--- src/logic/acs_pkg.sv ---
// Purpose: Shared constants for the converter sequencer
// Assumes: 100 MHz system clock, one clock domain
// Notes: Mode and channel registers are written as plain port strobes
//
// Function
// After reset, channel select picks one of eight analog inputs.
// Only a software mode write starts a conversion.
// Writing start bit 7 as one converts the selected channel.
// On completion, store the result and pulse the done request together.
// Each finished conversion starts the next, until the mode is rewritten.
// Mode write with start set aborts and restarts with new settings.
// Mode write with start clear halts conversion at once.
// Standby stops the converter.
// Result read colliding with update returns old value, update follows.
// Mode or channel write colliding with update wins; no store, no request.
// Without settled reference, first result after start is marked undefined.
// Software waits 14 us after reference enable, or drops first result.
// About one tenth of conversion time samples the input.
// Mode writes never clear the done flag.
// After channel change, flag and result may still be the old channel's.
// Software clears the done flag before restarting.
// Software reads results while running, or stops before next completion.
// Software avoids digital port reads on a selected analog pin.
// Mode bit 0 is the reference enable bit.
// Successive approximation from MSB to bit 0, one bit per stage.
// Reset clears the result register to zero.
// Software picks a conversion time of at least 14 us; the sequencer fixes it at 142 clocks, 1.42 us.
// Done request is one-cycle pulse setting a sticky flag.
package acs_pkg;
  localparam int unsigned CLK_MHZ = 100;
  localparam int unsigned START_BIT = 7;
  localparam int unsigned REF_BIT = 0;
  localparam logic [7:0] MODE_RESET = 8'h00;
  localparam logic [2:0] CHAN_RESET = 3'h0;
  localparam logic [7:0] RESULT_RESET = 8'h00;
  localparam int unsigned REF_SETTLE_US = 14;
  localparam int unsigned REF_SETTLE_CYC = REF_SETTLE_US * CLK_MHZ;
  localparam logic [10:0] REF_SETTLE_CNT = 11'(REF_SETTLE_CYC);
  // Conversion time selection, 142 system clocks per conversion (144 before step rounding)
  localparam int unsigned CONV_CYC = 144;
  localparam int unsigned SAMPLE_CYC = CONV_CYC / 10;
  localparam logic [7:0] SAMPLE_CNT = 8'(SAMPLE_CYC);
  localparam int unsigned STEP_CYC = (CONV_CYC - SAMPLE_CYC) / 8;
  localparam logic [7:0] STEP_CNT = 8'(STEP_CYC);
  typedef enum logic [2:0] {
    ST_IDLE = 3'b001,
    ST_SAMPLE = 3'b010,
    ST_CONVERT = 3'b100
  } acs_state_t;
endpackage

--- src/logic/acs_ref_timer.sv ---
// Purpose: Tracks whether the reference has settled since being enabled
// Assumes: Enable is a level from the mode register
// Notes: Settled drops as soon as enable drops
`timescale 1ns/10ps
module acs_ref_timer (
  input wire logic clk,
  input wire logic arst_n,
  input wire logic ref_en,
  output logic settled
);
  typedef struct packed {
    logic [10:0] cnt;
    logic done;
  } acs_rt_t;
  acs_rt_t st_ff, nxt_st;

  // ==========================================
  // Settle counter
  always_comb begin
    nxt_st = st_ff;
    if (!ref_en) begin
      nxt_st.cnt = 11'h000;
      nxt_st.done = 1'b0;
    end else if (st_ff.cnt < acs_pkg::REF_SETTLE_CNT - 11'h001) begin
      nxt_st.cnt = st_ff.cnt + 11'h001;
    end else begin
      nxt_st.done = 1'b1;
    end
  end

  always_ff @(posedge clk or negedge arst_n) begin
    if (!arst_n) begin
      st_ff <= '0;
    end else begin
      st_ff <= nxt_st;
    end
  end

  assign settled = st_ff.done & ref_en;

  settle_time_a: assert property (@(posedge clk) disable iff (!arst_n)
    $rose(st_ff.done) |-> $past(ref_en, 1))
    else $error("Reference settled without enable");
endmodule

--- src/logic/acs_sar_step.sv ---
// Purpose: One successive approximation decision on the trial register
// Assumes: Comparator answer refers to the trial code currently presented
// Notes: Pure combinational; bit index counts down from 7
`timescale 1ns/10ps
module acs_sar_step (
  input wire logic [7:0] approx_in,
  input wire logic [2:0] bit_idx,
  input wire logic cmp_high,
  output logic [7:0] approx_out,
  output logic [7:0] trial_code
);
  // ==========================================
  // Keep or drop the tested bit, then set the next one
  always_comb begin
    approx_out = approx_in;
    approx_out[bit_idx] = cmp_high;
    trial_code = approx_out;
    if (bit_idx != 3'h0) begin
      trial_code[bit_idx - 3'h1] = 1'b1;
    end
  end
endmodule

--- src/logic/acs_sequencer.sv ---
// Purpose: Control of an 8-bit successive approximation converter
// Assumes: Mode and channel writes arrive as one-cycle strobes with data
// Notes: Comparator is external; trial code drives the resistor tap
`timescale 1ns/10ps
module acs_sequencer (
  input wire logic CLK_SYS,
  input wire logic ARST_N,
  input wire logic MODE_WR,
  input wire logic [7:0] MODE_WDATA,
  input wire logic CHAN_WR,
  input wire logic [2:0] CHAN_WDATA,
  input wire logic RESULT_RD,
  input wire logic FLAG_CLR,
  input wire logic STANDBY,
  input wire logic CMP_HIGH,
  output logic [7:0] CONV_MODE_REG,
  output logic [2:0] CHANNEL_SELECT_REG,
  output logic [7:0] CONV_RESULT_REG,
  output logic [7:0] RESULT_RDATA,
  output logic RESULT_UNDEF,
  output logic CONV_DONE_IRQ,
  output logic CONV_DONE_FLAG,
  output logic [7:0] ANALOG_INPUT_SEL,
  output logic SAMPLE_EN,
  output logic [7:0] TRIAL_CODE,
  output logic REF_ON,
  output logic BUSY
);
  typedef struct packed {
    acs_pkg::acs_state_t state;
    logic [7:0] mode;
    logic [2:0] chan;
    logic [7:0] result;
    logic [7:0] rdata;
    logic undef;
    logic first;
    logic [7:0] approx;
    logic [7:0] trial;
    logic [2:0] bit_idx;
    logic [7:0] cnt;
    logic irq;
    logic flag;
    logic pend;
    logic [7:0] pend_val;
    logic pend_undef;
    logic [7:0] samp_run;
    logic [8:0] quiet;
  } acs_seq_t;

  acs_seq_t st_ff, nxt_st;
  logic ref_settled;
  logic [7:0] step_approx;
  logic [7:0] step_trial;
  logic reg_write;
  logic finish;

  // ==========================================
  // Reference settle tracking
  acs_ref_timer u_ref (
    .clk(CLK_SYS),
    .arst_n(ARST_N),
    .ref_en(st_ff.mode[acs_pkg::REF_BIT]),
    .settled(ref_settled)
  );

  // ==========================================
  // Bit decision
  acs_sar_step u_step (
    .approx_in(st_ff.trial),
    .bit_idx(st_ff.bit_idx),
    .cmp_high(CMP_HIGH),
    .approx_out(step_approx),
    .trial_code(step_trial)
  );

  assign reg_write = MODE_WR | CHAN_WR;
  assign finish = (st_ff.state == acs_pkg::ST_CONVERT) && (st_ff.cnt == 8'h00)
                  && (st_ff.bit_idx == 3'h0);

  // ==========================================
  // Sequencer, registers and result handling
  always_comb begin
    nxt_st = st_ff;
    nxt_st.irq = 1'b0;
    // Read serves stored value; a pending update lands afterwards
    if (RESULT_RD) begin
      nxt_st.rdata = st_ff.result;
    end
    if (st_ff.pend && !RESULT_RD) begin
      nxt_st.result = st_ff.pend_val;
      nxt_st.undef = st_ff.pend_undef;
      nxt_st.pend = 1'b0;
    end
    // Software clear; flag set below wins when both coincide
    if (FLAG_CLR) begin
      nxt_st.flag = 1'b0;
    end
    if (CHAN_WR) begin
      nxt_st.chan = CHAN_WDATA;
    end
    if (MODE_WR) begin
      nxt_st.mode = MODE_WDATA;
    end
    case (st_ff.state)
      acs_pkg::ST_IDLE: begin
        if (MODE_WR && MODE_WDATA[acs_pkg::START_BIT] && !STANDBY) begin
          nxt_st.state = acs_pkg::ST_SAMPLE;
          nxt_st.cnt = acs_pkg::SAMPLE_CNT - 8'h01;
          nxt_st.first = !(MODE_WDATA[acs_pkg::REF_BIT] && ref_settled);
        end
      end
      acs_pkg::ST_SAMPLE: begin
        if (st_ff.cnt != 8'h00) begin
          nxt_st.cnt = st_ff.cnt - 8'h01;
        end else begin
          nxt_st.state = acs_pkg::ST_CONVERT;
          nxt_st.bit_idx = 3'h7;
          nxt_st.trial = 8'h80;
          nxt_st.cnt = acs_pkg::STEP_CNT - 8'h01;
        end
      end
      acs_pkg::ST_CONVERT: begin
        if (st_ff.cnt != 8'h00) begin
          nxt_st.cnt = st_ff.cnt - 8'h01;
        end else begin
          nxt_st.trial = step_trial;
          nxt_st.approx = step_approx;
          nxt_st.cnt = acs_pkg::STEP_CNT - 8'h01;
          if (st_ff.bit_idx != 3'h0) begin
            nxt_st.bit_idx = st_ff.bit_idx - 3'h1;
          end else begin
            // Completion; a colliding register write suppresses it
            if (!reg_write) begin
              nxt_st.irq = 1'b1;
              if (RESULT_RD) begin
                nxt_st.pend = 1'b1;
                nxt_st.pend_val = step_approx;
                nxt_st.pend_undef = st_ff.first;
              end else begin
                nxt_st.result = step_approx;
                nxt_st.undef = st_ff.first;
              end
            end
            nxt_st.first = 1'b0;
            nxt_st.state = acs_pkg::ST_SAMPLE;
            nxt_st.cnt = acs_pkg::SAMPLE_CNT - 8'h01;
          end
        end
      end
      default: begin
        nxt_st.state = acs_pkg::ST_IDLE;
      end
    endcase
    // Register writes while running abort or stop the conversion
    if (st_ff.state != acs_pkg::ST_IDLE && reg_write) begin
      if (MODE_WR && !MODE_WDATA[acs_pkg::START_BIT]) begin
        nxt_st.state = acs_pkg::ST_IDLE;
      end else if (nxt_st.mode[acs_pkg::START_BIT]) begin
        nxt_st.state = acs_pkg::ST_SAMPLE;
        nxt_st.cnt = acs_pkg::SAMPLE_CNT - 8'h01;
        if (MODE_WR) begin
          nxt_st.first = !(MODE_WDATA[acs_pkg::REF_BIT] && ref_settled);
        end
      end
    end
    if (STANDBY) begin
      nxt_st.state = acs_pkg::ST_IDLE;
    end
    if (nxt_st.irq) begin
      nxt_st.flag = 1'b1;
    end
    // Sampling window length and quiet time, kept for the checks below
    if (st_ff.state != acs_pkg::ST_SAMPLE) begin
      nxt_st.samp_run = 8'h00;
    end else if (st_ff.samp_run != 8'hff) begin
      nxt_st.samp_run = st_ff.samp_run + 8'h01;
    end
    if (reg_write || st_ff.state == acs_pkg::ST_IDLE) begin
      nxt_st.quiet = 9'h000;
    end else if (st_ff.quiet != 9'h1ff) begin
      nxt_st.quiet = st_ff.quiet + 9'h001;
    end
  end

  always_ff @(posedge CLK_SYS or negedge ARST_N) begin
    if (!ARST_N) begin
      st_ff <= '0;
      st_ff.state <= acs_pkg::ST_IDLE;
      st_ff.mode <= acs_pkg::MODE_RESET;
      st_ff.chan <= acs_pkg::CHAN_RESET;
      st_ff.result <= acs_pkg::RESULT_RESET;
    end else begin
      st_ff <= nxt_st;
    end
  end

  // ==========================================
  // Outputs
  assign CONV_MODE_REG = st_ff.mode;
  assign CHANNEL_SELECT_REG = st_ff.chan;
  assign CONV_RESULT_REG = st_ff.result;
  assign RESULT_RDATA = st_ff.rdata;
  assign RESULT_UNDEF = st_ff.undef;
  assign CONV_DONE_IRQ = st_ff.irq;
  assign CONV_DONE_FLAG = st_ff.flag;
  assign ANALOG_INPUT_SEL = 8'h01 << st_ff.chan;
  assign SAMPLE_EN = (st_ff.state == acs_pkg::ST_SAMPLE);
  assign TRIAL_CODE = st_ff.trial;
  assign REF_ON = st_ff.mode[acs_pkg::REF_BIT];
  assign BUSY = (st_ff.state != acs_pkg::ST_IDLE);

  // ==========================================
  // Checks
  start_by_sw_a: assert property (@(posedge CLK_SYS) disable iff (!ARST_N)
    $rose(BUSY) |-> $past(MODE_WR) && $past(MODE_WDATA[7]))
    else $error("Conversion began without a mode write");
  start_seq_a: assert property (@(posedge CLK_SYS) disable iff (!ARST_N)
    (!BUSY && MODE_WR && MODE_WDATA[7] && !STANDBY) |=> SAMPLE_EN)
    else $error("Start bit did not begin sampling");
  done_store_a: assert property (@(posedge CLK_SYS) disable iff (!ARST_N)
    (finish && !reg_write && !RESULT_RD) |=> CONV_DONE_IRQ
      && CONV_RESULT_REG == $past(step_approx))
    else $error("Result and request not together");
  auto_repeat_a: assert property (@(posedge CLK_SYS) disable iff (!ARST_N)
    (finish && !reg_write && !STANDBY) |=> SAMPLE_EN)
    else $error("Next conversion did not start");
  stop_now_a: assert property (@(posedge CLK_SYS) disable iff (!ARST_N)
    (MODE_WR && !MODE_WDATA[7]) |=> !BUSY)
    else $error("Stop write did not halt");
  standby_stop_a: assert property (@(posedge CLK_SYS) disable iff (!ARST_N)
    STANDBY |=> !BUSY)
    else $error("Converter ran in standby");
  read_first_a: assert property (@(posedge CLK_SYS) disable iff (!ARST_N)
    (finish && !reg_write && RESULT_RD) |=> RESULT_RDATA == $past(CONV_RESULT_REG)
      ##1 CONV_RESULT_REG == $past(step_approx, 2))
    else $error("Read collision order wrong");
  write_wins_a: assert property (@(posedge CLK_SYS) disable iff (!ARST_N)
    (finish && reg_write && !st_ff.pend) |=> !CONV_DONE_IRQ && $stable(CONV_RESULT_REG))
    else $error("Write did not win collision");
  flag_keep_a: assert property (@(posedge CLK_SYS) disable iff (!ARST_N)
    (CONV_DONE_FLAG && !FLAG_CLR) |=> CONV_DONE_FLAG)
    else $error("Flag lost without clear");
  irq_pulse_a: assert property (@(posedge CLK_SYS) disable iff (!ARST_N)
    CONV_DONE_IRQ |-> CONV_DONE_FLAG ##1 !CONV_DONE_IRQ)
    else $error("Request not a single pulse");
  sample_len_a: assert property (@(posedge CLK_SYS) disable iff (!ARST_N)
    $rose(SAMPLE_EN) && !STANDBY && !reg_write |-> SAMPLE_EN [*8])
    else $error("Sampling window too short");

  // ==========================================
  // Checks on register writes, timing and result marking
  chan_write_a: assert property (@(posedge CLK_SYS) disable iff (!ARST_N)
    CHAN_WR |=> CHANNEL_SELECT_REG == $past(CHAN_WDATA))
    else $error("Channel write not taken");
  sel_onehot_a: assert property (@(posedge CLK_SYS) disable iff (!ARST_N)
    $onehot(ANALOG_INPUT_SEL))
    else $error("Input select not one-hot");
  mode_write_a: assert property (@(posedge CLK_SYS) disable iff (!ARST_N)
    MODE_WR |=> CONV_MODE_REG == $past(MODE_WDATA) && REF_ON == $past(MODE_WDATA[0]))
    else $error("Mode write not taken");
  restart_a: assert property (@(posedge CLK_SYS) disable iff (!ARST_N)
    (BUSY && MODE_WR && MODE_WDATA[7] && !STANDBY) |=> SAMPLE_EN
      && st_ff.cnt == acs_pkg::SAMPLE_CNT - 8'h01)
    else $error("Restart did not begin a fresh window");
  first_mark_a: assert property (@(posedge CLK_SYS) disable iff (!ARST_N)
    (!BUSY && MODE_WR && MODE_WDATA[7] && !STANDBY && !REF_ON) |=> st_ff.first)
    else $error("Unsettled start not marked");
  mode_keep_flag_a: assert property (@(posedge CLK_SYS) disable iff (!ARST_N)
    (CONV_DONE_FLAG && MODE_WR && !FLAG_CLR) |=> CONV_DONE_FLAG)
    else $error("Mode write cleared the flag");
  old_result_a: assert property (@(posedge CLK_SYS) disable iff (!ARST_N)
    (reg_write && !finish && !st_ff.pend) |=> $stable(CONV_RESULT_REG))
    else $error("Register write disturbed the result");
  trial_start_a: assert property (@(posedge CLK_SYS) disable iff (!ARST_N)
    (st_ff.state == acs_pkg::ST_SAMPLE && st_ff.cnt == 8'h00 && !reg_write && !STANDBY)
      |=> TRIAL_CODE == 8'h80)
    else $error("Approximation did not start at the top bit");
  approx_track_a: assert property (@(posedge CLK_SYS) disable iff (!ARST_N)
    (finish && !reg_write && !RESULT_RD) |=> CONV_RESULT_REG == st_ff.approx)
    else $error("Stored result differs from the approximation");
  sample_min_a: assert property (@(posedge CLK_SYS) disable iff (!ARST_N)
    $fell(SAMPLE_EN) && BUSY |-> st_ff.samp_run >= acs_pkg::SAMPLE_CNT)
    else $error("Sampling window shorter than its count");
  done_time_a: assert property (@(posedge CLK_SYS) disable iff (!ARST_N)
    st_ff.quiet == 9'(acs_pkg::SAMPLE_CYC + 8 * acs_pkg::STEP_CYC) |-> CONV_DONE_IRQ)
    else $error("Completion late");
  done_early_a: assert property (@(posedge CLK_SYS) disable iff (!ARST_N)
    CONV_DONE_IRQ |-> st_ff.quiet >= 9'(acs_pkg::SAMPLE_CYC + 8 * acs_pkg::STEP_CYC))
    else $error("Completion early");
  reset_result_a: assert property (@(posedge CLK_SYS)
    !ARST_N |-> CONV_RESULT_REG == acs_pkg::RESULT_RESET)
    else $error("Result not cleared in reset");

  restart_c: cover property (@(posedge CLK_SYS) disable iff (!ARST_N)
    BUSY && MODE_WR && MODE_WDATA[7]);
  two_done_c: cover property (@(posedge CLK_SYS) disable iff (!ARST_N)
    CONV_DONE_IRQ ##[1:300] CONV_DONE_IRQ);
  read_clash_c: cover property (@(posedge CLK_SYS) disable iff (!ARST_N)
    finish && RESULT_RD);
  write_clash_c: cover property (@(posedge CLK_SYS) disable iff (!ARST_N)
    finish && CHAN_WR);
  undef_c: cover property (@(posedge CLK_SYS) disable iff (!ARST_N)
    CONV_DONE_IRQ && RESULT_UNDEF);
endmodule

--- config.mk ---
export PLATFORM = sky130hd
export DESIGN_NAME = acs_sequencer
export DESIGN_NICKNAME = d
export VERILOG_FILES = /design/src/logic/acs_pkg.sv /design/src/logic/acs_ref_timer.sv /design/src/logic/acs_sar_step.sv /design/src/logic/acs_sequencer.sv
export SDC_FILE = /design/constraint.sdc
export NUM_CORES = 1
export LEC_CHECK = 0
export ABC_AREA = 1
export BUFFER_PORTS_ARGS = -buffer_cell sky130_fd_sc_hd__buf_2
export CAP_MARGIN = 20
export CORE_MARGIN = 2
export CORE_UTILIZATION = 50
export CTS_CLUSTER_DIAMETER = 150
export DETAILED_ROUTE_END_ITERATION = 8
export PLACE_DENSITY = 0.78
export SYNTH_ARGS = -nofsm -noshare
export SYNTH_HDL_FRONTEND = slang
export SYNTH_SLANG_ARGS = --single-unit
--- constraint.sdc ---
create_clock -name CLK_SYS -period 1.6 [get_ports CLK_SYS]
set_input_delay 0.4 -clock CLK_SYS [delete_from_list [all_inputs] [get_ports CLK_SYS]]
set_output_delay 0.4 -clock CLK_SYS [all_outputs]
set_load 0.02 [all_outputs]
## Word level (Yosys, flattened, before mapping)

Cells that the tools add are included.

- $add $sub $neg: 3
- Order comparisons: 5
- Equal/unequal tests: 9
- Shift-type cells: 1
- Mux-type cells: 59
- Bitwise gates (word level): 6
- Reduce and logical (&&, ||, !) cells: 20

Operators with widths:

| kind | count |
|---|---|
| two-way mux 8 bit | 14 |
| two-way mux 10 bit | 5 |
| two-way mux 3 bit | 10 |
| one-hot mux 8 bit (3 select lines) | 1 |
| two-way mux 11 bit | 2 |
| one-hot mux 11 bit (2 select lines) | 1 |
| two-way mux 21 bit | 1 |
| two-way mux 1 bit | 18 |
| two-way mux 12 bit | 1 |
| adder 11 x 1 -> 11 bit (second input constant) | 1 |
| less-than comparator 11 bit (second input constant) | 1 |
| one-hot mux 3 bit (3 select lines) | 1 |
| bitwise mux 8 bit | 1 |
| logical AND 1 bit | 8 |
| less-than comparator 3 x 4 -> 1 bit (second input constant) | 2 |
| OR 8 bit | 1 |
| nonzero test 8 bit | 1 |
| << shifter 1 x 3 -> 8 bit (first input constant) | 1 |
| subtractor 8 x 1 -> 8 bit (second input constant) | 1 |
| demux 1 bit (select 3 bit) | 2 |
| greater-or-equal comparator 3 x 1 -> 1 bit (second input constant) | 2 |
| inequality test 2 bit (second input constant) | 3 |
| AND reduction 5 bit | 1 |
| zero test 1 bit | 4 |
| 16 further kinds | 20 |

- Register bits after elaboration: 83
- Input bits: 19
- Output and inout port bits: 49
- Logic and storage cells: 122

## Logic depth before layout (Yosys ltp)

Gate-level depths: netlist of the first run.

- Depth in word-level cells: 13
- Gate-level depth with buffers: 10
- Depth with buffers taken out: 10

## Modules after synthesis

A second synthesis of the first run with hierarchy kept.

- Cell total of the unflattened synthesis: 598
- Area total of the unflattened synthesis: 4531.8 um^2

By module, submodules not included:

| module | instances | cells an instance | area an instance (um^2) | sequential area each (um^2) |
|---|---|---|---|---|
| acs_sequencer | 1 | 408 | 3333.2 | 1577.8 |
| acs_ref_timer | 1 | 105 | 765.7 | 300.3 |
| acs_sar_step | 1 | 85 | 432.9 | 0.0 |

## Worst setup path before layout of the first run

No wires, ideal clock.

- Path type: register to register
- Start: register st_ff[37] (netlist name)
- End: register st_ff (netlist bit CONV_RESULT_REG[0])
- Library setup time: 119 ps
- Data arrival time: 1431 ps
- Required time: 1481 ps
- Slack: 50 ps
- Stages on the path, launching flop included: 11
- Buffers on the path: 1
- Clock period less this slack: 1550 ps
- Path through: dfrtp_1 > inv_1 > ha_1 > nand2_2 > inv_2 > nand2_2 > nor2_4 > nand2_4 > buf_6 > o21ai_2 > nand2_1

RTL lines:

| element | RTL line | text |
|---|---|---|
| from (decl) | acs_sequencer.sv:50 | `acs_seq_t st_ff, nxt_st;` |
| from (signal assigned) | acs_sequencer.sv:193 | `st_ff <= nxt_st;` |

## Worst setup path in the final report of the first run

- Start: register st_ff (netlist bit CHANNEL_SELECT_REG[2])
- End: output port ANALOG_INPUT_SEL[5]

- Word-level cells in the longest chain between the ends: 1

Ends and longest elaborated chain:

| element | RTL line | text |
|---|---|---|
| << shifter 1 x 3 -> 8 bit | acs_sequencer.sv:206 | `assign ANALOG_INPUT_SEL = 8'h01 << st_ff.chan;` |
| to (decl) | acs_sequencer.sv:23 | `output logic [7:0] ANALOG_INPUT_SEL,` |

Every way passes these cells.

==> results.txt, run 1 <==
The flow ran to the end, but the final reports show violations. The final reports fail on negative setup slack. For the met3 layer usage reported by global route, the log shows 3.974%. The worst vdd rail ir drop came out at 0.4822 mV. The total area inside the core boundary comes to 8299 um^2. The count of buffers from port buffering is 67, and the clock-pin transition on the worst setup and hold timing paths is 90 ps. The detailed router finished its first iteration with 164 violations. The tools report the detailed-route DRC error count as 0.

Setup repair after global routing could not meet its margin everywhere. STA puts the critical path data arrival time at 1320 ps. A synthesized cell averages 8.060 um^2. In the global route stage, met1 resource usage came out at 27.32%. The most congested layer reported by global routing was met2.

The minimum clock period after layout came out at 1718 ps. The register cell area after layout is 1883 um^2. Entering global routing, the biggest net connects 27 pins. Once placement completed, the tool counted placed cells totaling 695.

The library cell used most frequently in the layout, excluding fill and tap cells, is sky130_fd_sc_hd__nand2_1. In this design, the stage delay of the slowest critical-path cell is 470 ps. Combined buffer and inverter count along the critical path: 2. The internal portion of the total power is 2873 uW. The cell family contributing the most delay on the critical path is flip-flops.

The die covers 9366 um^2. The clock tree synthesis step divided the H-tree into 3 levels. Number of placement rows: 33. The worst-case clock buffer depth was 2; the number of failing hold endpoints at the final stage was 0. The worst register-to-register path begins at st_ff[37]$_DFFE_PN0P_.

The root buffer cell chosen for the clock tree is sky130_fd_sc_hd__clkbuf_8. The sum of overflow across all layers after global routing is 0, and the fraction of power spent switching nets is 29.35%. Number of vias per cell after detailed routing: 5.236.

The worst path setup slack after routing is -118.5 ps. In the final layout, the multi-input gates occupy 2081 um^2. The detailed-route wire length per cell was 14.67 um; the final instance area was 5418 um^2. Nature of the critical path endpoint: a primary output. The cell leakage power was 0.002919 uW. From synthesis to final layout, the design area changed by 25.87%. Library cell contributing the largest single delay on the critical path: sky130_fd_sc_hd__dfrtp_2. The data required time at the worst endpoint was 1200 ps; the number of top-level design ports was 68. Setup violations remaining at the end of the flow were counted as 24.

The relative slew slack was 64.28%. For this run, the number of Yosys warnings is 0. The tools report the synthesized cell area as 4304 um^2. The power density over cell area is 750.6 nW/um^2. The type of the worst setup path is reg2out. CTS saw 75 sinks. The worst-path maximum fanout is 5, and the standard cell area after detailed placement is 4741 um^2.

Global routing consumed, over all layers together, 21.84% of the routing resources. The top cell type by total area after synthesis is sky130_fd_sc_hd__dfrtp_1. In this run the vertical extent of the chip is 96.78 um. Per report_power, the sequential group accounts for 49.7% of the total. Filler cell count: 657. The run gives 0 as the initial antenna violation count. The run gives 43.63% as the sequential element share of the synthesized area. For the initial standard-cell utilization of the core, the log shows 51.86%.

Summed over all nets, the switching power comes to 1193 uW. The run gives 3714 as the via count of the first global-routing pass. For this run, global-route usage on met2 was measured as 36.32%. The tools report the type of origin of the critical path as a register.

The top cell types in the final layout, fill and taps aside, are sky130_fd_sc_hd__nand2_1, sky130_fd_sc_hd__dfrtp_1, sky130_fd_sc_hd__buf_2, sky130_fd_sc_hd__buf_4, sky130_fd_sc_hd__inv_1. 0 antenna diodes ended up in the layout. The number of nets handed over by synthesis was 557. The tightest min-delay check is of the in2reg type.

Routability-driven placement finished with a final weighted congestion of 0.8685. For this run, the number of standard cells in the final layout without fillers is 729. The beginning of the worst hold path was FLAG_CLR. In this run, distinct cell masters in the synthesized netlist total 41. The die width is 96.78 um. Adding up every negative setup slack in the final design gives -1249 ps. The worst setup slack before clock tree synthesis is -67.65 ps, and the number of max-slew violations in the final report is 0. After detailed routing, the total wire length is 10.69 mm. TritonCTS built the clock tree.

In this run the worst setup path begins at CHANNEL_SELECT_REG[2]$_DFFE_PN0P_. Between clock sinks in the finished design, the worst skew comes to 15.12 ps. The cell count after synthesis is 534, and the number of storage elements in the synthesis netlist is 75. For the final net count, the log shows 642. The ratio of cells with drive above 1 in the final layout is 39.58%, and the combinational cell fraction of total power is 11.8%. The detail route stage leaves a number of antenna-violating nets equal to 0.

For the overall via count from detail_route, the log shows 3817. At the pin with the least slew margin, the transition time is 530.2 ps. The count of max-cap constraint violations is 0, and the maximum clock frequency is 0.5819 GHz. The first global-routing pass estimated 16.88 mm of wire. The share of Yosys cell area claimed by the top area cell type is 43.02%, and the HPWL reported at the end of detailed placement is 6.923 mm. The share of total power dissipated in the clock network is 38.5%. The pre-antenna-repair detailed-routing pass consisted of 7 iterations. In this run, CTS created clock tree buffers numbering 9. Yosys attributes the largest share of cell area to sky130_fd_sc_hd__dfrtp_1, sky130_fd_sc_hd__nand2_1, sky130_fd_sc_hd__buf_4. The critical path goes through inv_4 > nor3_2 > buf_4. The source-to-sink clock delay at the later pin of the worst-skew pair was 370 ps; the post-route fraction of the period consumed by the critical path was 107.4%.
-- path summary, 6_finish.rpt --
check / slack [ps] / endpoint / depth (start not counted)
setup / recovery: -120 / ANALOG_INPUT_SEL[5] / 3
hold / removal: 210 / CONV_DONE_FLAG$_DFFE_PN0P_ / 2
setup reg to reg: -70 / st_ff[24]$_DFFE_PN0P_ / 9
hold reg to reg: 470 / RESULT_RDATA[0]$_DFFE_PN0P_ / 2
max in group asynchronous: 540 / st_ff[24]$_DFFE_PN0P_ / 3
min in group asynchronous: 500 / RESULT_RDATA[7]$_DFFE_PN0P_ / 2
-- power groups by stage --
stage	clock (uW)	combinational [uW]	sequential (uW)
after global routing	1670	530	2030
after global placement	0	416	2040
after detailed placement	0	429	2050
final	1560	481	2020
after floorplan	0	284	2040
after CTS	1580	451	2010
-- cell type report --
type / count / share of cell area, %
well taps: 105 / 2.425
multi-input cells: 353 / 38.41
clock inverters: 7 / 1.524
flip-flops and latches: 75 / 34.76
inverters: 62 / 4.688
repair buffers: 118 / 15.91
clock buffers: 9 / 2.286
-- cells in the mapped netlist --
cell                       count
sky130_fd_sc_hd__nand2_1     151
sky130_fd_sc_hd__dfrtp_1      74
sky130_fd_sc_hd__inv_1        47
sky130_fd_sc_hd__buf_4        36
sky130_fd_sc_hd__nand3_1      35
sky130_fd_sc_hd__o21ai_0      27
sky130_fd_sc_hd__nor2_1       26
sky130_fd_sc_hd__a21oi_1      18
sky130_fd_sc_hd__o21ai_2      18
sky130_fd_sc_hd__inv_2        12
sky130_fd_sc_hd__nor3_1       11
sky130_fd_sc_hd__nand2_2      10
sky130_fd_sc_hd__nand4_1      10
sky130_fd_sc_hd__mux2_2        8
sky130_fd_sc_hd__nor2_4        5
sky130_fd_sc_hd__buf_2         4
sky130_fd_sc_hd__buf_6         4
sky130_fd_sc_hd__ha_1          4
sky130_fd_sc_hd__o21ai_1       4
sky130_fd_sc_hd__nand2_4       3
sky130_fd_sc_hd__nand3_2       3
sky130_fd_sc_hd__nand3b_1      3
sky130_fd_sc_hd__nor2_2        2
sky130_fd_sc_hd__xor2_1        2
sky130_fd_sc_hd__a21o_1        1
sky130_fd_sc_hd__a22oi_1       1
sky130_fd_sc_hd__buf_1         1
sky130_fd_sc_hd__clkbuf_1      1
sky130_fd_sc_hd__clkinv_2      1
sky130_fd_sc_hd__dfstp_2       1
sky130_fd_sc_hd__inv_4         1
sky130_fd_sc_hd__inv_6         1
sky130_fd_sc_hd__mux2_1        1
sky130_fd_sc_hd__nand4_4       1
sky130_fd_sc_hd__nor3_4        1
sky130_fd_sc_hd__nor4_1        1
sky130_fd_sc_hd__o211ai_1      1
sky130_fd_sc_hd__o21a_1        1
sky130_fd_sc_hd__o22ai_1       1
sky130_fd_sc_hd__or2_2         1
sky130_fd_sc_hd__xnor2_1       1
-- sequential cells by signal, summed over array words and instances, names as in the netlist --
signal / count
CHANNEL_SELECT_REG: 3
u_ref.st_ff: 12
CONV_RESULT_REG: 8
CONV_DONE_IRQ: 1
RESULT_UNDEF: 1
CONV_DONE_FLAG: 1
RESULT_RDATA: 8
TRIAL_CODE: 8
st_ff: 25
CONV_MODE_REG: 8
-- what timing repair did --
| item | 4_1_cts | 5_1_grt |
|---|---|---|
| cloned | 2 | 3 |
| hold buffers | 1 | 0 |
| buffers inserted | 4 | 9 |
| hold endpoints to repair | 13 | 0 |
| gates resized for setup | 26 | 69 |
| endpoints found under the setup margin | 23 | 46 |
| pin swaps | 1 | 26 |
-- per-stage QoR --
stage | total power (uW) | utilization [%] | hold WS (ps)
3_3_place_gp | 2458 | 57.12 | 353.0
6_report | 4066 | 65.28 | 209.7
4_1_cts | 4042 | 61.28 | 229.2
3_5_place_dp | 2474 | 57.12 | 356.0
2_1_floorplan | 2320 | - | 104.4
5_1_grt | 4235 | 65.28 | 207.1
-- kinds of logic after synthesis --
| family | Yosys count | synth area share (%) |
|---|---|---|
| compound gates | 72 | 10.20 |
| mux | 9 | 2.355 |
| fa+ha+maj | 4 | 1.163 |
| buf+inv | 108 | 13.58 |
| xor+xnor | 3 | 0.6106 |
| flops | 75 | 43.63 |
| simple gates | 263 | 28.46 |
-- routing by layer --
metal / wire length, um / up-vias
li1: - / 1869
met1: 4530 / 1786
met2: 5230 / 131
met3: 551 / 31
met4: 382 / 0
met5: 0 / -
Note: power is estimated with default switching activity, not from simulation.
==> run 2: changes to the inputs <==
--- a/config.mk
+++ b/config.mk
@@ -8,11 +8,11 @@
 export ABC_AREA = 1
 export BUFFER_PORTS_ARGS = -buffer_cell sky130_fd_sc_hd__buf_2
 export CAP_MARGIN = 20
-export CORE_MARGIN = 2
+export CORE_MARGIN = 4
 export CORE_UTILIZATION = 50
 export CTS_CLUSTER_DIAMETER = 150
 export DETAILED_ROUTE_END_ITERATION = 8
-export PLACE_DENSITY = 0.78
+export PLACE_DENSITY = 0.75
 export SYNTH_ARGS = -nofsm -noshare
 export SYNTH_HDL_FRONTEND = slang
 export SYNTH_SLANG_ARGS = --single-unit
==> constraint.sdc (replaced) <==
create_clock -name CLK_SYS -period 1.8 [get_ports CLK_SYS]
set_input_delay 0.36 -clock CLK_SYS [delete_from_list [all_inputs] [get_ports CLK_SYS]]
set_output_delay 0.36 -clock CLK_SYS [all_outputs]
set_load 0.02 [all_outputs]
==> run 2 against run 1 <==
Against the previous run: the run now ends clean; critical path type is now reg2reg; largest cell class is now flip-flops and latches; final cell count decreased by 4.5%; clock skew decreased by 7.7 ps; combinational power decreased by 23%; via count decreased by 7.0%; die area increased by 8.4%; critical endpoint is now CONV_RESULT_REG[6]$_DFF_PN0_; sequential share of layout area increased by 4.0 points; highest routed layer unchanged; worst setup slack improved by 210 ps; critical path depth increased by 7; sequential power decreased by 11%; worst hold slack got worse by 22 ps; global-route usage decreased by 3.3 points; clock power decreased by 21%.
==> results.txt, run 2 (same netlist as run 1, synthesis figures left out) <==
The logs give 55.28 ps for the worst setup slack before clock tree synthesis and 0.5860 GHz for the maximum clock frequency. The fraction of power spent switching nets is 29.71%, and the filler cell count is 726. The source-to-sink clock delay at the later pin of the worst-skew pair was 350 ps; the number of failing hold endpoints at the final stage was 0. The repair_antennas step left the layout with diodes totalling 0. Data on the critical path is required at its endpoint by 2030 ps. The logs give 0.5877 mV for the worst vdd rail ir drop and 696 for the number of standard cells in the final layout excluding fillers.

Once placement completed, the tool counted placed cells totaling 672. The tools report the worst flop-to-flop path startpoint as st_ff[29]$_DFF_PN0_. The H-tree generated during clock tree synthesis spans 3 levels. The min-delay analysis places its worst path in the category in2reg. The beginning of the worst hold path is FLAG_CLR.

Headroom to the max-slew limit came out at 63.53%. The number of max-slew violations in the final report is 0, and the number of top-level design ports is 68. In this run, the combinational gates consume 10.8% of the power. The tools report the cell leakage power as 0.002690 uW. The tools report the cell-internal power as 2386 uW. Cells fill 58.36% of the core in the end. Dividing the detail-routed wire length by the instance count gives 13.14 um. In this run the power spent charging and discharging nets is 1008 uW. The initial antenna violation count is 0, and the peak per-stage delay on the critical path is 400 ps. The floorplan step set the die width to 100.8 um. The congestion estimate from routability-driven global placement came to 0.8966.

The number of vias per cell after detailed routing works out to 5.098. The count of buffers from port buffering is 67. The tools report the worst path setup slack after routing as 93.46 ps. The setup path with the least slack is of type reg2reg. The worst setup path is launched from a register.

The via count of the first global-routing pass was 3388; the worst-path maximum fanout was 9. Max-cap violations in this run came to 0. The flow ran to the end, and the final reports show no timing, DRC or antenna violations.

The register with the most flip-flops in the final layout is st_ff. The proportion of power drawn by the clock network is 36.5%. The first global-routing pass estimated 15.19 mm of wire. Post-route fraction of the period consumed by the critical path: 94.81%. TritonCTS built the clock tree. Walking the worst path, the cells encountered are inv_1 > ha_2 > nand2_2 > nor2_4 > nand2_4 > nor2_4 > nand2_8 > buf_4 > o21ai_2 > nand2_1. In this run the core area contains 33 standard-cell rows.

Setup violations remaining at the end of the flow were counted as 0. In the global route stage, overall resource usage came out at 18.58%. The cell seen most often among critical-path stages was sky130_fd_sc_hd__nor2_4.

In the layout the commonest cells are sky130_fd_sc_hd__nand2_1, sky130_fd_sc_hd__dfrtp_1, sky130_fd_sc_hd__buf_2, sky130_fd_sc_hd__inv_1, sky130_fd_sc_hd__nand3_1. The run gives 52.6% as the share of power burned in registers. Among all stages on the critical path, the largest delay is contributed by sky130_fd_sc_hd__dfrtp_1. The total power after layout is 3394 uW. Power spread over the standard cell area amounts to 700.8 nW/um^2.

The cell at the root of the clock tree was sky130_fd_sc_hd__clkbuf_8. Post-detailed-routing wire length: 9.145 mm. For the number of sinks handled by clock tree synthesis, the log shows 75.

The tools report the iteration-0 DRC count of the detailed router as 164. Before antenna repair, the detailed router went through 5 iterations. The largest registers in the layout are st_ff x25, u_ref.st_ff x12. STA classifies the critical path endpoint as a register. For the worst setup path, the data arrival time is 1940 ps.

The slew at the pin closest to its max-slew limit is 541.3 ps. The most critical setup path has its startpoint at st_ff[29]$_DFF_PN0_. Number of nets with antenna violations after detailed routing: 0. The post-route netlist has 29.44% of its cells at a drive strength greater than 1.

The detailed-route DRC error count is 0, and the area of the die is 10160 um^2. The final net count is 609, and the die outline height is 100.8 um. After routing, the total negative slack on setup checks comes to 0 ps. The standard cell core area is 8299 um^2. Counting along the longest clock path gives a buffer depth of 2. The run gives 9 as the number of buffers created by CTS.

Clock skew on the completed layout was measured at 7.457 ps. For this run the aggregate overflow at the end of global routing stands at 0. Compared with the post-synthesis result, the final layout area differs by 12.53%. The setup check on the worst reg-to-reg path leaves a slack of 90 ps.

Entering global routing, the biggest net connects 36 pins. Summed over all nets, the half-perimeter wirelength after detailed placement is 6.796 mm. The overall via count from detail_route is 3548. For this configuration, the core starts out at a cell density of 51.86%. The library cell used most frequently in the layout, excluding fill and tap cells, is sky130_fd_sc_hd__nand2_1. The number of flip-flops under the largest register name is 25, and the minimum clock period after layout is 1707 ps. After clock tree synthesis, the clock-pin slew on the worst setup and hold paths is 90 ps.
==> run 2: worst paths after layout <==
path | endpoint | cells past startpoint
worst max-delay path | CONV_RESULT_REG[6]$_DFF_PN0_ | 10
max in group asynchronous | u_ref.st_ff[7]$_DFFE_PN0P_ | 3
min in group asynchronous | u_ref.st_ff[10]$_DFFE_PN0P_ | 2
worst max register to register | CONV_RESULT_REG[6]$_DFF_PN0_ | 10
worst min-delay path | CONV_DONE_FLAG$_DFFE_PN0P_ | 2
worst min register to register | RESULT_RDATA[2]$_DFFE_PN0P_ | 2
==> run 2: per-layer routing <==
layer  GRT usage, %  routed length [um]  share of wire [%]  vias to the layer above
met5              0                   0                  0                        -
met4          5.907                 116                1.3                        0
met3          4.706                 476                5.2                       11
met2          31.54                4572                 50                       87
met1          23.14                3979                 44                     1660
li1               -                   -                  -                     1790
==> run 2: final cells by class <==
cell class / count / area, um^2 / area share, %
Clock buffer: 9 / 123.9 / 2.557
Clock inverter: 7 / 68.82 / 1.421
Inverter: 62 / 241.5 / 4.986
Multi-Input combinational cell: 352 / 1867 / 38.54
Sequential cell: 75 / 1878 / 38.78
Tap cell: 105 / 131.4 / 2.712
Timing Repair Buffer: 86 / 533.0 / 11.00
==> run 2: through the flow <==
stage	cell area, um^2	hold slack (ps)
after global routing	4843	196.4
after CTS	4736	177.0
after global placement	4533	312.9
after floorplan	4304	64.41
final	4843	188.1
after detailed placement	4533	313.4
==> run 2: critical path, delay by kind of cell (launching register included) <==
kind                       cells  cell delay (ps)
AOI/OAI and AO/OA              1              100
and+or+nand+nor                6              660
buffers and inverters          2              230
adders and majority gates      1              190
DFF                            1              400
==> run 2: power groups by stage <==
stage                     clock network (uW)  logic (uW)  registers [uW]
after CTS                               1280         371            1790
final                                   1240         368            1790
after detailed placement                   0         368            1820
after floorplan                            0         253            1810
after global routing                    1350         410            1800
after global placement                     0         359            1820
==> run 2: what timing repair did <==
item / CTS / global route
gates resized for setup: 0 / 6
hold endpoints to repair: 25 / 0
hold buffers: 1 / 0
setup endpoints to repair: 0 / 18
setup buffers: 0 / 6
==> run 3: changes to the inputs <==
--- a/config.mk
+++ b/config.mk
@@ -12,7 +12,8 @@
 export CORE_UTILIZATION = 50
 export CTS_CLUSTER_DIAMETER = 150
 export DETAILED_ROUTE_END_ITERATION = 8
-export PLACE_DENSITY = 0.75
+export PLACE_DENSITY = 0.78
+export RECOVER_POWER = 50
 export SYNTH_ARGS = -nofsm -noshare
 export SYNTH_HDL_FRONTEND = slang
 export SYNTH_SLANG_ARGS = --single-unit
==> constraint.sdc (replaced) <==
create_clock -name CLK_SYS -period 1.53 [get_ports CLK_SYS]
set_input_delay 0.306 -clock CLK_SYS [delete_from_list [all_inputs] [get_ports CLK_SYS]]
set_output_delay 0.306 -clock CLK_SYS [all_outputs]
set_load 0.02 [all_outputs]
==> run 3 against run 2 <==
Against the previous run: the flow now finishes with violations (negative setup slack); flip-flop and latch count is the same; via count grew 9.2%; wire length grew 14%; first-iteration DRC count grew 17%; worst setup slack lost 190 ps; non-clock buffer count grew 39; highest routed layer unchanged.
==> results.txt, run 3 (same netlist as run 1, synthesis figures left out) <==
VDD sags by at most 0.5674 mV. The run finished, with violations left. Type of the tightest min-delay check: in2reg.

The tools report the worst flop-to-flop path startpoint as st_ff[30]$_DFF_PN0_. For the number of max-slew violations in the final report, the log shows 0. The worst pin sits at a relative slew slack of 46.03%. The worst setup path is of the reg2reg kind. STA classifies the critical path endpoint as a register. After detailed routing, the number of remaining DRC violations is 0. The power density over cell area works out to 744.1 nW/um^2. The checks that failed: negative setup slack. The level count of the clock H-tree is 3. Cell leakage power: 0.002931 uW. The area growth from synthesis to layout is 25.76%.

Leaving out fill and tap cells, the most frequent cells in the layout are sky130_fd_sc_hd__nand2_1, sky130_fd_sc_hd__dfrtp_1, sky130_fd_sc_hd__buf_4, sky130_fd_sc_hd__buf_2, sky130_fd_sc_hd__inv_1. For this run, the share of the core covered by cells in the final layout is 65.22%. The run gives 0 as the number of failing hold endpoints at the final stage.

Setup repair after global routing could not meet its margin everywhere. The tools report the maximum clock skew at final layout as 12.10 ps. The number of sinks handled by clock tree synthesis is 75, and the number of standard cells in the final layout excluding fillers is 736. The die covers 10160 um^2. The initial standard-cell utilization of the core was 51.86%; the number of antenna cells inserted was 0. The post-route fraction of the period consumed by the critical path is 106.2%, and the number of placement rows is 33.

After clock tree synthesis, the clock-pin slew on the worst setup and hold paths is 80 ps. The clock passes through at most 2 buffers. The tools report the worst reg2reg path endpoint as st_ff[30]$_DFF_PN0_. Before CTS, the worst setup slack after placement is -133.8 ps. Cell depth of the worst flop-to-flop path: 10. The number of flip-flops under the largest register name was 25; the overall via count from detail_route was 3876.

After floorplanning, the core was sized to cover 8299 um^2. The worst path setup slack after routing was -95.58 ps. In this run the register-to-register setup slack is -100 ps. The number of placed instances, taps included, is 702. After detailed routing, the average wire length per cell comes to 14.18 um. The run gives 649 as the final net count. The worst hold path begins at MODE_WDATA[2]. Cells with a size suffix above 1 make up 41.36% of the layout. The iteration-0 DRC count of the detailed router was 192; the maximum clock frequency was 0.6152 GHz. The register with the most flip-flops in the final layout is st_ff. For the total of endpoints with negative setup slack in the final report, the log shows 28. Most frequent standard cell in the layout excluding fill and tap cells: sky130_fd_sc_hd__nand2_1.

Before antenna repair, the detailed router went through 5 iterations. The finished cells cover 5413 um^2. The first global-routing pass estimated 16.57 mm of wire. Die width: 100.8 um. The path with the worst hold slack has its endpoint at CONV_MODE_REG[2]$_DFFE_PN0P_.

The root buffer cell chosen for the clock tree is sky130_fd_sc_hd__clkbuf_8. In the routed layout, each cell is associated on average with a via count of 5.266. The tool flagged a number of max-cap violations equal to 0. The run gives 0 as the initial antenna violation count. The data required time at the worst endpoint is 1750 ps, and the minimum clock period after layout is 1626 ps.

The source-to-sink clock delay at the later pin of the worst-skew pair was 350 ps; the worst-path maximum fanout was 6. TritonCTS built the clock tree. Die outline height: 100.8 um.

The total track usage came out at 20.19%. Summing internal, switching and leakage power gives 4028 uW. At the worst endpoint, the arrival time is 1840 ps. TritonCTS created 9 clock buffers. The standard cell area after detailed placement is 4771 um^2, and the post-detailed-routing wire length is 10.44 mm. For this design the top-level I/O count stands at 68. The largest net degree at the start of global routing was 44. The largest registers in the layout are st_ff x25, u_ref.st_ff x12. For this run the aggregate overflow at the end of global routing stands at 0.

The worst hold path passes through 3 cells. Count of buffers from port buffering: 67. Detailed placement finished with a half-perimeter wire length of 7.136 mm.

The global placer's final weighted congestion is 0.8973, and the slew at the pin closest to its max-slew limit is 809.5 ps. The detail route stage leaves a number of antenna-violating nets equal to 0. The via count of the first global-routing pass came out at 3719. The type of origin of the critical path was a register.
[run 3: cell count changes in the layout (fill, tap and decap cells not counted), moves of 7 or more]
| cell | delta |
|---|---|
| sky130_fd_sc_hd__buf_4 | +41 |
| sky130_fd_sc_hd__buf_6 | +7 |
| sky130_fd_sc_hd__nor3_2 | +7 |
| sky130_fd_sc_hd__o21ai_0 | -13 |
| sky130_fd_sc_hd__nor3_1 | -9 |
| sky130_fd_sc_hd__buf_2 | -11 |
| sky130_fd_sc_hd__inv_1 | -10 |
| sky130_fd_sc_hd__o21ai_1 | +10 |
| sky130_fd_sc_hd__nand2_1 | -12 |
| sky130_fd_sc_hd__nand2_4 | +8 |
[run 3: cell type report]
type | instances | area [um^2]
Clock inverter | 4 | 33.78
Tap cell | 105 | 131.4
Clock buffer | 12 | 145.1
Multi-Input combinational cell | 353 | 2087
Sequential cell | 75 | 1884
Timing Repair Buffer | 125 | 877.1
Inverter | 62 | 254.0
Fill cell | 651 | 2887
[run 3: per-stage QoR]
| stage | hold WS, ps | setup TNS [ps] |
|---|---|---|
| final | 152.6 | -851.5 |
| after global routing | 158.1 | -3173 |
| after floorplan | 10.41 | 0 |
| after CTS | 138.6 | -791.7 |
| after detailed placement | 172.0 | -1758 |
| after global placement | 172.0 | -152.6 |
[run 3: critical path: stages (launching register included)]
cell                      delay (ps)
sky130_fd_sc_hd__dfrtp_1         410
sky130_fd_sc_hd__inv_2           100
sky130_fd_sc_hd__ha_4            150
sky130_fd_sc_hd__nand2_4          60
sky130_fd_sc_hd__nor2_4          110
sky130_fd_sc_hd__nand2_4          90
sky130_fd_sc_hd__buf_4           170
sky130_fd_sc_hd__o21ai_2         190
sky130_fd_sc_hd__nand2_1          70
sky130_fd_sc_hd__nand3_1          70
sky130_fd_sc_hd__nand2_1          80
[run 3: power breakdown]
| group | internal (uW) | switching, uW |
|---|---|---|
| Clock | 646 | 744 |
| Sequential | 2040 | 70.1 |
| Combinational | 196 | 331 |
[run 3: how the worst max path moves through the flow]
| stage | start | end | cells after the start |
|---|---|---|---|
| global route | st_ff[30]$_DFF_PN0_ | st_ff[30]$_DFF_PN0_ | 10 |
| finish | st_ff[30]$_DFF_PN0_ | st_ff[30]$_DFF_PN0_ | 10 |
| global placement | st_ff[29]$_DFF_PN0_ | CONV_RESULT_REG[6]$_DFF_PN0_ | 10 |
| CTS | st_ff[29]$_DFF_PN0_ | CONV_RESULT_REG[3]$_DFF_PN0_ | 10 |
| floorplan | st_ff[29]$_DFF_PN0_ | st_ff[24]$_DFFE_PN0P_ | 10 |
| detailed placement | st_ff[29]$_DFF_PN0_ | CONV_RESULT_REG[3]$_DFF_PN0_ | 10 |
[run 3: what timing repair did]
item / in CTS / in global routing
setup endpoints to repair: 37 / 53
pin swaps: 24 / 14
buffers inserted: 6 / 8
hold buffers: 1 / 0
gates cloned: 2 / 2
resized for setup: 31 / 75
hold endpoints to repair: 12 / 0
[run 3: metal layers]
layer / global-route usage [%] / vias up / part of all wire [%]
met1: 24.71 / 1848 / 42
met5: 0 / - / 0
met4: 7.565 / 0 / 2.0
met3: 4.014 / 16 / 5.6
met2: 35.04 / 136 / 51
li1: - / 1876 / -
